<file path="src/twrba_defs.svh">
// constants for the timer wide register byte access block
`ifndef TWRBA_DEFS_SVH
`define TWRBA_DEFS_SVH
// ----------------------------------------------------------------
// byte addresses of the timer's 16-bit registers
// ----------------------------------------------------------------
`define TWRBA_ADDR_CNT_LO 3'h0
`define TWRBA_ADDR_CNT_HI 3'h1
`define TWRBA_ADDR_CMPA_LO 3'h2
`define TWRBA_ADDR_CMPA_HI 3'h3
`define TWRBA_ADDR_CMPB_LO 3'h4
`define TWRBA_ADDR_CMPB_HI 3'h5
`define TWRBA_ADDR_CMPC_LO 3'h6
`define TWRBA_ADDR_CMPC_HI 3'h7
`define TWRBA_ADDR_CAP_LO 3'h0
`define TWRBA_ADDR_CAP_HI 3'h1
// ----------------------------------------------------------------
// reset values
// ----------------------------------------------------------------
`define TWRBA_BYTE_RST 8'h00
`define TWRBA_WORD_RST 16'h0000
// ----------------------------------------------------------------
// byte positions inside a 16-bit register and the counting step
// ----------------------------------------------------------------
`define TWRBA_HALF_BIT 0
`define TWRBA_HI_MSB 15
`define TWRBA_HI_LSB 8
`define TWRBA_LO_MSB 7
`define TWRBA_LO_LSB 0
`define TWRBA_COUNT_STEP 16'h0001
`endif

</file>
<file path="src/twrba_pkg.sv">
// types for the timer wide register byte access block
package twrba_pkg;
  typedef enum logic [2:0] {
    TWRBA_SEL_NONE,
    TWRBA_SEL_CNT,
    TWRBA_SEL_CMPA,
    TWRBA_SEL_CMPB,
    TWRBA_SEL_CMPC,
    TWRBA_SEL_CAP
  } twrba_sel_t;
endpackage

</file>
<file path="src/twrba_latch_if.sv">
// carrier between the access decoder and the shared high-byte latch
`timescale 1ns/10ps
interface twrba_latch_if;
  logic       load;
  logic [7:0] load_data;
  logic [7:0] hold;
  modport owner (input load, input load_data, output hold);
  modport user  (output load, output load_data, input hold);
endinterface

</file>
<file path="src/twrba_latch.sv">
// shared byte-wide holding latch of one timer
`timescale 1ns/10ps
`include "twrba_defs.svh"
module twrba_latch (
  input wire logic        mclk,
  input wire logic        sys_rst,
  twrba_latch_if.owner    port
);
  logic [7:0] hold;
  logic [7:0] next_hold;

  always_comb
  begin
    next_hold = hold;
    if (port.load)
    begin
      next_hold = port.load_data;
    end
  end

  always_ff @(posedge mclk or posedge sys_rst)
  begin
    if (sys_rst)
    begin
      hold <= `TWRBA_BYTE_RST;
    end
    else
    begin
      hold <= next_hold;
    end
  end

  assign port.hold = hold;
endmodule // twrba_latch

</file>
<file path="src/twrba_access.sv">
// byte access to the 16-bit registers of one timer
`timescale 1ns/10ps
`include "twrba_defs.svh"
// Operation
// - each 16-bit register is two byte transfers, lower and upper half
// - one byte-wide holding latch per timer keeps the upper half
// - the latch is shared by all 16-bit registers of the timer
// - only the lower-half access moves all 16 bits at once
// - lower-half write loads latch byte and new byte together
// - counter or capture lower-half read copies the upper byte into the latch same cycle
// - compare reads neither use nor disturb the latch
// - latch keeps its byte, so one upper write serves many lower writes
// - counter upper-half accesses go to the latch, not the counter
// - processor counter write beats clear and count that cycle
module twrba_access (
  input  wire logic        mclk,
  input  wire logic        sys_rst,
  input  wire logic [2:0]  bus_addr,
  input  wire logic        bus_cap_sel,
  input  wire logic        bus_wr,
  input  wire logic        bus_rd,
  input  wire logic [7:0]  bus_wdata,
  output logic      [7:0]  bus_rdata,
  input  wire logic        cnt_clear,
  input  wire logic        cnt_inc,
  input  wire logic        cnt_dec,
  input  wire logic        cap_load,
  output logic      [15:0] timer_count,
  output logic      [15:0] compare_value_a,
  output logic      [15:0] compare_value_b,
  output logic      [15:0] compare_value_c,
  output logic      [15:0] capture_value
);
  // ----------------------------------------------------------------
  // decode
  // ----------------------------------------------------------------
  function automatic twrba_pkg::twrba_sel_t dec_sel(input logic [2:0] a, input logic cap);
    if (cap)
      dec_sel = twrba_pkg::TWRBA_SEL_CAP;
    else if (a == `TWRBA_ADDR_CNT_LO || a == `TWRBA_ADDR_CNT_HI)
      dec_sel = twrba_pkg::TWRBA_SEL_CNT;
    else if (a == `TWRBA_ADDR_CMPA_LO || a == `TWRBA_ADDR_CMPA_HI)
      dec_sel = twrba_pkg::TWRBA_SEL_CMPA;
    else if (a == `TWRBA_ADDR_CMPB_LO || a == `TWRBA_ADDR_CMPB_HI)
      dec_sel = twrba_pkg::TWRBA_SEL_CMPB;
    else
      dec_sel = twrba_pkg::TWRBA_SEL_CMPC;
  endfunction

  function automatic logic [7:0] hi_byte(input logic [15:0] w);
    hi_byte = w[`TWRBA_HI_MSB:`TWRBA_HI_LSB];
  endfunction

  function automatic logic [7:0] lo_byte(input logic [15:0] w);
    lo_byte = w[`TWRBA_LO_MSB:`TWRBA_LO_LSB];
  endfunction

  twrba_pkg::twrba_sel_t sel;
  logic                  is_lo;
  logic                  wr_lo;
  logic [15:0]           wr_word;
  logic [15:0]           sel_word;

  twrba_latch_if latch_bus ();

  twrba_latch u_latch (
    .mclk    (mclk),
    .sys_rst (sys_rst),
    .port    (latch_bus.owner)
  );

  always_comb
  begin
    sel      = dec_sel(bus_addr, bus_cap_sel);
    is_lo    = ~bus_addr[`TWRBA_HALF_BIT];
    wr_lo    = bus_wr & is_lo;
    wr_word  = {latch_bus.hold, bus_wdata};
    case (sel)
      twrba_pkg::TWRBA_SEL_CNT:  sel_word = timer_count;
      twrba_pkg::TWRBA_SEL_CMPA: sel_word = compare_value_a;
      twrba_pkg::TWRBA_SEL_CMPB: sel_word = compare_value_b;
      twrba_pkg::TWRBA_SEL_CMPC: sel_word = compare_value_c;
      twrba_pkg::TWRBA_SEL_CAP:  sel_word = capture_value;
      default:                   sel_word = `TWRBA_WORD_RST;
    endcase
  end

  // ----------------------------------------------------------------
  // shared latch update
  // ----------------------------------------------------------------
  logic is_cmp;
  always_comb
  begin
    is_cmp = (sel == twrba_pkg::TWRBA_SEL_CMPA) || (sel == twrba_pkg::TWRBA_SEL_CMPB)
             || (sel == twrba_pkg::TWRBA_SEL_CMPC);
    latch_bus.load      = 1'b0;
    latch_bus.load_data = bus_wdata;
    if (bus_wr && !is_lo)
    begin
      latch_bus.load      = 1'b1;
      latch_bus.load_data = bus_wdata;
    end
    else if (bus_rd && is_lo && !is_cmp)
    begin
      latch_bus.load      = 1'b1;
      latch_bus.load_data = hi_byte(sel_word);
    end
  end

  // ----------------------------------------------------------------
  // counter
  // ----------------------------------------------------------------
  logic [15:0] next_count;
  logic        cnt_wr;

  // the write must win, or a tick in that cycle would lose the new word
  always_comb
  begin
    cnt_wr     = wr_lo && (sel == twrba_pkg::TWRBA_SEL_CNT);
    next_count = timer_count;
    if (cnt_wr)
    begin
      next_count = wr_word;
    end
    else if (cnt_clear)
    begin
      next_count = `TWRBA_WORD_RST;
    end
    else if (cnt_inc)
    begin
      next_count = timer_count + `TWRBA_COUNT_STEP;
    end
    else if (cnt_dec)
    begin
      next_count = timer_count - `TWRBA_COUNT_STEP;
    end
  end

  always_ff @(posedge mclk or posedge sys_rst)
  begin
    if (sys_rst)
    begin
      timer_count <= `TWRBA_WORD_RST;
    end
    else
    begin
      timer_count <= next_count;
    end
  end

  // ----------------------------------------------------------------
  // compare values
  // ----------------------------------------------------------------
  logic [15:0] next_cmpa;
  logic [15:0] next_cmpb;
  logic [15:0] next_cmpc;

  always_comb
  begin
    next_cmpa = compare_value_a;
    next_cmpb = compare_value_b;
    next_cmpc = compare_value_c;
    if (wr_lo)
    begin
      case (sel)
        twrba_pkg::TWRBA_SEL_CMPA: next_cmpa = wr_word;
        twrba_pkg::TWRBA_SEL_CMPB: next_cmpb = wr_word;
        twrba_pkg::TWRBA_SEL_CMPC: next_cmpc = wr_word;
        default:                   next_cmpa = compare_value_a;
      endcase
    end
  end

  always_ff @(posedge mclk or posedge sys_rst)
  begin
    if (sys_rst)
    begin
      compare_value_a <= `TWRBA_WORD_RST;
      compare_value_b <= `TWRBA_WORD_RST;
      compare_value_c <= `TWRBA_WORD_RST;
    end
    else
    begin
      compare_value_a <= next_cmpa;
      compare_value_b <= next_cmpb;
      compare_value_c <= next_cmpc;
    end
  end

  // ----------------------------------------------------------------
  // capture value
  // ----------------------------------------------------------------
  logic [15:0] next_cap;

  // a lower write beats a capture arriving in the same cycle
  always_comb
  begin
    next_cap = capture_value;
    if (wr_lo && (sel == twrba_pkg::TWRBA_SEL_CAP))
    begin
      next_cap = wr_word;
    end
    else if (cap_load)
    begin
      next_cap = timer_count;
    end
  end

  always_ff @(posedge mclk or posedge sys_rst)
  begin
    if (sys_rst)
    begin
      capture_value <= `TWRBA_WORD_RST;
    end
    else
    begin
      capture_value <= next_cap;
    end
  end

  // ----------------------------------------------------------------
  // read data, held until the next read
  // ----------------------------------------------------------------
  logic [7:0] next_rdata;

  always_comb
  begin
    next_rdata = bus_rdata;
    if (bus_rd)
    begin
      if (is_lo)
      begin
        next_rdata = lo_byte(sel_word);
      end
      else if (is_cmp)
      begin
        next_rdata = hi_byte(sel_word);
      end
      else
      begin
        next_rdata = latch_bus.hold;
      end
    end
  end

  always_ff @(posedge mclk or posedge sys_rst)
  begin
    if (sys_rst)
    begin
      bus_rdata <= `TWRBA_BYTE_RST;
    end
    else
    begin
      bus_rdata <= next_rdata;
    end
  end
endmodule // twrba_access

</file>
<file path="config.mk">
export PLATFORM = sky130hd
export DESIGN_NAME = twrba_access
export DESIGN_NICKNAME = d
export VERILOG_FILES = /design/src/twrba_pkg.sv /design/src/twrba_latch_if.sv /design/src/twrba_latch.sv /design/src/twrba_access.sv
export VERILOG_INCLUDE_DIRS = /design/src
export SDC_FILE = /design/constraint.sdc
export NUM_CORES = 1
export LEC_CHECK = 0
export ABC_AREA = 1
export BUFFER_PORTS_ARGS = -buffer_cell sky130_fd_sc_hd__buf_2
export CORE_MARGIN = 2
export CORE_UTILIZATION = 55
export CTS_BUF_LIST = sky130_fd_sc_hd__clkbuf_16
export CTS_CLUSTER_DIAMETER = 150
export DETAILED_ROUTE_END_ITERATION = 7
export PLACE_DENSITY = 0.79
export RECOVER_POWER = 25
export SLEW_MARGIN = 20
export SYNTH_ARGS = -nofsm -noshare
export SYNTH_HDL_FRONTEND = slang
export SYNTH_SLANG_ARGS = --single-unit
</file>
<file path="constraint.sdc">
create_clock -name mclk -period 4 [get_ports mclk]
set_input_delay 0.4 -clock mclk [delete_from_list [all_inputs] [get_ports mclk]]
set_output_delay 0.4 -clock mclk [all_outputs]
set_load 0.02 [all_outputs]
</file>
==> summary.md, run 1 <==
| Metric | Value |
|---|---|
| Status | `finished with violations` |
| Failing checks | `max-capacitance violations, max-slew violations` |
| Post-DP HPWL | `12.8 mm` |
| Initial antenna violation count | `0` |
| Maximum vdd ir drop | `0.000232 V` |
| Vias in the first global route | `5323` |
| Die Ht | `105 µm` |
| Area of the multi-input gates | `2620 µm²` |
| Antenna cells | `0` |
| Synth Area in XOR/XNOR | `0.467%` |
| Vias after detailed routing | `5617` |
| Register area share after synthesis | `42.7%` |
| Clock sink count | `96` |
| Mux cell area share after synthesis | `0%` |
| Number of synthesized register bits | `96` |
| Number of setup buffers added after CTS | `0` |
| DRT Wirelength | `17.2 mm` |
| Final Skew | `0.00727 ns` |
| Synth Cell Area | `5620 µm²` |
| Crit Path Max Fanout | `38` |
| EDFF count, synth | `0` |
| RSZ-0062 raised after global routing | `false` |
| Largest area contributor in the netlist | `dfrtp_1` |
| Worst-margin pin slew | `2.00 ns` |
| Hold WS | `0.317 ns` |
| Syn_nets | `808` |
| CTS root buf | `clkbuf_16` |
| First-pass GRT wire length | `28.0 mm` |
| R2r startpoint | `timer_count[2]` |
| Largest net degree at the start of global routing | `39` |
| Die area | `11000 µm²` |
| Worst stage delay on the critical path | `1.51 ns` |
| Area post-placement | `6190 µm²` |
| Critical path type | `in -> async` |
| Final worst slack | `1.26 ns` |
| Crit-path cells | `clkbuf_1 > clkinvlp_2 > clkbuf_1` |
| Post-synth top cells | `nand2_1 (232), inv_1 (116), dfrtp_1 (96)` |
| Avg Cell Area, Syn | `7.27 µm²` |
| Final setup TNS | `0 ns` |
| Met3 Usage GRT | `3.93%` |
| Crit share post-route | `68.5%` |
| Critical Path AT | `2.80 ns` |
| GR Overflow Total | `0` |
| Dpl ws | `1.17 ns` |
| Largest family of logic cells by synthesized area | `simple AND/OR/NAND/NOR gates` |
| Design area | `6490 µm²` |
| M2 GR Usage | `49.5%` |
| Initial Utilization | `57.0%` |
| Antenna Nets Post-Route | `0` |
| # DRC | `0` |
| Pwr per Cell Area | `580 nW/µm²` |
| Chip width | `105 µm` |
| 1st-iter DRT viols | `620` |
| Compound-cell area share of the yosys netlist | `15.2%` |
| Data required time at the worst endpoint | `4.06 ns` |
| Clock-pin transition on the worst setup and hold timing paths | `0.07 ns` |
| Most common cell in the netlist | `nand2_1` |
| CP Launch Point | `sys_rst` |
| Fraction of registers with async set/reset | `100%` |
| Area share of the largest cell type after synthesis | `42.7%` |
| Cts hold-fix bufs | `0` |
| Register area | `2400 µm²` |
| H-tree level count | `3` |
| All-Layer GR Usage | `32.1%` |
| Leakage | `3.50 nW` |
| CP most frequent cell | `clkbuf_1` |
| Max clock buf depth | `2` |
| Max frequency | `0.365 GHz` |
| Port Buf Inserts | `107` |
| Yosys warns | `0` |
| CP startpoint kind | `primary input` |
| Hold Vio Cnt, Final | `0` |
| Most area-consuming cells after synthesis | `dfrtp_1 (43%), nand2_1 (15%), o21ai_0 (8.1%)` |
| Crit. End Element | `asynchronous set/reset pin` |
| Core area | `9860 µm²` |
| Filler cell count in the final layout | `865` |
| I/O Pins | `108` |
| Global routing's busiest layer | `met2` |
| CTS tree | `yes` |
| CTS Buf Count | `9` |
| Relative slew margins | `-33.3%` |
| Worst skew pair latency | `0.35 ns` |
| Yosys cell types | `33` |
| Worst path slowest cell | `clkbuf_1` |
| Row count | `36` |
| Post-Synth Simple-Gate Area | `27.5%` |
| Dominant synthesized flop cell | `dfrtp_1` |
| Drt pass-1 iters | `6` |
| Post-Synth Adder-Cell Area | `3.47%` |
| Gate Count Post-Synth | `773` |
| Worst hold-check path type | `in -> async` |
| RePlAce Congestion | `0.920` |
| WL per Instance | `17.2 µm` |
| Final setup vio count | `0` |
| Layout cells sized above 1 | `16.6%` |
| Via density | `5.61` |
| Met1 global-route usage | `44.1%` |
| Post-cts resize count | `0` |
| Slew Viols, Final | `72` |
| Final net count | `899` |
| Min cycle time layout | `2.74 ns` |
| Synth-to-Final Area Change | `15.5%` |
| MaxCap Viol Count | `2` |
## placed cells by master, fill, tap and decap left out, drive strengths merged, types with 2 or more instances in the layout
cell type  netlist  final
a21oi           26     26
a31oi            2      2
and2             2      2
buf             20    106
bufinv           0      2
clkbuf           9     12
clkinvlp         0      2
dfrtp           96     96
ha              14     14
inv            119    121
nand2          238    238
nand3           56     56
nand3b           3      3
nand4            2      2
nor2            48     48
nor3             3      3
nor3b            6      6
o211ai           6      6
o21ai           92     92
o221ai          20     20
o22ai            4      4
or2              2      2
xnor2            2      2
## state kept, by name (all words and copies together) (netlist names)
signal and flops:
compare_value_a 16, compare_value_b 16, u_latch.port.hold 8, bus_rdata 8, compare_value_c 16, timer_count 16, capture_value 16
## worst paths after layout
kind	cells after the start	slack [ns]	endpoint
max	3	1.26	compare_value_c[5]
max reg2reg	9	2.10	timer_count[9]
min	2	0.32	compare_value_b[15]
min in group mclk	3	0.34	timer_count[3]
min reg2reg	2	0.47	bus_rdata[2]
max in group mclk	8	1.52	timer_count[4]
## metrics by stage
| stage | util (%) | total power, mW | std cells |
|---|---|---|---|
| 2_1_floorplan | - | 2.34 | 773 |
| 3_3_place_gp | 62.7 | 2.81 | 986 |
| 3_5_place_dp | 62.7 | 2.84 | 986 |
| 4_1_cts | 65.9 | 3.75 | 1002 |
| 5_1_grt | 65.8 | 4.00 | 1002 |
| 6_report | 65.8 | 3.76 | 1002 |
## report_power, final
group	leakage (nW)	total [mW]	switching, mW	internal (mW)
sequential	1.22	1.41	0.220	1.19
clock	0.156	0.917	0.373	0.544
combinational	2.12	1.43	0.962	0.470
## critical path, delay by kind of cell
kind	cells	cell delay, ns
buf+inv	3	2.37
## layer usage
layer / up-vias / routed length [µm]
li1: 2673 / -
met1: 2593 / 7090
met2: 298 / 7950
met3: 53 / 1400
met4: 0 / 775
met5: - / 0
## final cells by class
class	count	share of cell area, %
clock inverter	7	1.35
timing repair buffer	109	8.34
multi-input combinational	529	40.4
tap	133	2.56
sequential	96	37.0
inverter	119	6.90
clock buffer	9	3.47
## cell families after synthesis
logic type	Yosys count
adder cells (fa/ha/maj)	15
XOR/XNOR	3
AO/OA/AOI/OAI	151
flip-flops	96
buffers and inverters	148
AND/OR/NAND/NOR	360
(Power assumes the default switching activity.)
==> run 2, diff against run 1 <==
- clock period: 4 -> 2.8 ns (I/O delays scaled with it)
==> run 2 against run 1 <==
The flow still finishes with violations (max-capacitance violations, max-slew violations). Sequential power rose by 44%. Critical endpoint is now compare_value_b[10]. Final cell count rose by 0.30%. Register-to-register slack got worse by 1.2 ns.
==> summary.md, run 2 (synthesis results as in run 1) <==
| Metric | Value |
|---|---|
| Status | `finished with violations (unchanged)` |
| Failing checks | `max-capacitance violations, max-slew violations (unchanged)` |
| Crit. End Element | `flip-flop (was asynchronous set/reset pin)` |
| Leakage | `3.53 nW (was 3.50 nW)` |
| Max clock buf depth | `2 (unchanged)` |
| Layout cells sized above 1 | `17.4% (was 16.6%)` |
| Met3 Usage GRT | `4.68% (was 3.93%)` |
| Worst skew pair latency | `0.34 ns (was 0.35 ns)` |
| Via density | `5.66 (was 5.61)` |
| M2 GR Usage | `51.2% (was 49.5%)` |
| R2r setup slk | `0.92 ns (was 2.10 ns)` |
| R2r startpoint | `timer_count[0] (was timer_count[2])` |
| Post-DP HPWL | `12.6 mm (was 12.8 mm)` |
| All-Layer GR Usage | `31.9% (was 32.1%)` |
| Worst hold-check path type | `in -> reg (was in -> async)` |
| H-tree level count | `3 (unchanged)` |
| Final Skew | `0.00512 ns (was 0.00727 ns)` |
| # DRC | `0 (unchanged)` |
| Hold Vio Cnt, Final | `0 (unchanged)` |
| Synth-to-Final Area Change | `16.3% (was 15.5%)` |
| CTS tree | `yes (unchanged)` |
| GR Overflow Total | `0 (unchanged)` |
| Vias in the first global route | `5550 (was 5323)` |
| Die area | `11000 µm² (unchanged)` |
| Worst reg2reg endpoint | `timer_count[8] (was timer_count[9])` |
| Die Ht | `105 µm (unchanged)` |
| Cts hold-fix bufs | `0 (unchanged)` |
| WL per Instance | `17.0 µm (was 17.2 µm)` |
| Worst-margin pin slew | `1.85 ns (was 2.00 ns)` |
| CP Launch Point | `bus_cap_sel (was sys_rst)` |
| Design area | `6540 µm² (was 6490 µm²)` |
| MaxCap Viol Count | `1 (was 2)` |
| DRT Wirelength | `17.1 mm (was 17.2 mm)` |
| Antenna cells | `0 (unchanged)` |
| Most common cell after layout, fill and taps aside | `nand2_1 (unchanged)` |
| Area post-placement | `6240 µm² (was 6190 µm²)` |
| Clock sink count | `96 (unchanged)` |
| Port Buf Inserts | `107 (unchanged)` |
| Final setup vio count | `0 (unchanged)` |
| Worst setup path endpoint | `compare_value_b[10] (was compare_value_c[5])` |
| Initial antenna violation count | `0 (unchanged)` |
| Drt pass-1 iters | `8 (was 6)` |
| Largest net degree at the start of global routing | `55 (was 39)` |
| Worst Reg-to-Reg Cells | `9 (unchanged)` |
| Post-cts resize count | `0 (unchanged)` |
| Met1 global-route usage | `41.7% (was 44.1%)` |
| CP startpoint kind | `primary input (unchanged)` |
| 1st-iter DRT viols | `600 (was 620)` |
| Global routing's busiest layer | `met2 (unchanged)` |
| Clock-pin transition on the worst setup and hold timing paths | `0.06 ns (was 0.07 ns)` |
| Crit Path Max Fanout | `32 (was 38)` |
| Critical path type | `in -> reg (was in -> async)` |
| RePlAce Congestion | `0.932 (was 0.920)` |
| CTS Buf Count | `9 (unchanged)` |
| Core area | `9860 µm² (unchanged)` |
| Critical Path AT | `2.17 ns (was 2.80 ns)` |
| Maximum vdd ir drop | `0.000356 V (was 0.000232 V)` |
| Slew Viols, Final | `43 (was 72)` |
| CTS root buf | `clkbuf_16 (unchanged)` |
| Commonest non-fill, non-tap cells in the layout | `nand2_1 (232), inv_1 (115), buf_2 (107), dfrtp_1 (96), o21ai_0 (91) (was nand2_1 (232), inv_1 (117), buf_2 (106), dfrtp_1 (96), o21ai_0 (91))` |
| Pwr per Cell Area | `819 nW/µm² (was 580 nW/µm²)` |
| Final net count | `904 (was 899)` |
| Relative slew margins | `-24.1% (was -33.3%)` |
| Row count | `36 (unchanged)` |
| Min cycle time layout | `1.95 ns` |
| Filler cell count in the final layout | `879 (was 865)` |
| Crit share post-route | `69.6%` |
| RSZ-0062 raised after global routing | `false (unchanged)` |
| Final setup TNS | `0 ns (unchanged)` |
| Chip width | `105 µm (unchanged)` |
| I/O Pins | `108 (unchanged)` |
| Vias after detailed routing | `5693 (was 5617)` |
| Data required time at the worst endpoint | `3.03 ns (was 4.06 ns)` |
| Number of setup buffers added after CTS | `0 (unchanged)` |
| Antenna Nets Post-Route | `0 (unchanged)` |
| Max frequency | `0.513 GHz` |
| Initial Utilization | `57.0% (unchanged)` |
| First-pass GRT wire length | `27.8 mm (was 28.0 mm)` |
## run 2: report_power, final
part,switching (mW),total (mW),internal (mW)
registers,0.320,2.03,1.71
clock network,0.511,1.28,0.767
logic,1.37,2.05,0.680
total,2.20,5.36,3.15
## run 2: layout make-up
| cell class | instances | area [µm²] | share of cell area, % |
|---|---|---|---|
| clock inverters | 5 | 73.8 | 1.13 |
| well taps | 133 | 166 | 2.54 |
| inverters | 119 | 448 | 6.85 |
| multi-input cells | 529 | 2620 | 40.1 |
| flip-flops and latches | 96 | 2400 | 36.7 |
| repair buffers | 114 | 601 | 9.18 |
| clock buffers | 9 | 225 | 3.44 |
## run 2: worst max-delay path, stage by stage
cell and delay, ns:
buf_2 0.14, inv_2 0.28, nand3b_2 0.22, inv_1 0.40, nand2_2 0.46, o21ai_0 0.40
## run 2: how the worst min path moves through the flow
stage	from	to	slack [ns]	cells after the start
2_1_floorplan	bus_wdata[3]	timer_count[3]	0.44	2
3_3_place_gp	sys_rst	compare_value_b[13]	0.41	2
3_5_place_dp	sys_rst	compare_value_b[11]	0.41	2
4_1_cts	sys_rst	compare_value_b[11]	0.06	2
5_1_grt	bus_wdata[3]	timer_count[3]	0.27	3
6_report	bus_wdata[3]	timer_count[3]	0.25	3
## run 2: metal layers
| metal | vias up | share of wire (%) |
|---|---|---|
| met4 | 0 | 5.1 |
| met2 | 291 | 46 |
| met3 | 68 | 7.7 |
| met5 | - | 0 |
| li1 | 2681 | - |
| met1 | 2653 | 41 |
## run 2: metrics by stage
| stage | hold slack (ns) | std cells | power [mW] | setup slack, ns | utilization, % |
|---|---|---|---|---|---|
| final | 0.247 | 1005 | 5.36 | 0.851 | 66.3 |
| after global routing | 0.274 | 1005 | 5.67 | 0.761 | 66.3 |
| after CTS | 0.0603 | 1005 | 5.33 | 0.906 | 66.3 |
| after detailed placement | 0.413 | 991 | 4.06 | 0.573 | 63.3 |
| after global placement | 0.408 | 991 | 3.99 | 0.638 | 63.3 |
| after floorplan | 0.437 | 773 | 3.35 | 0.0146 | - |
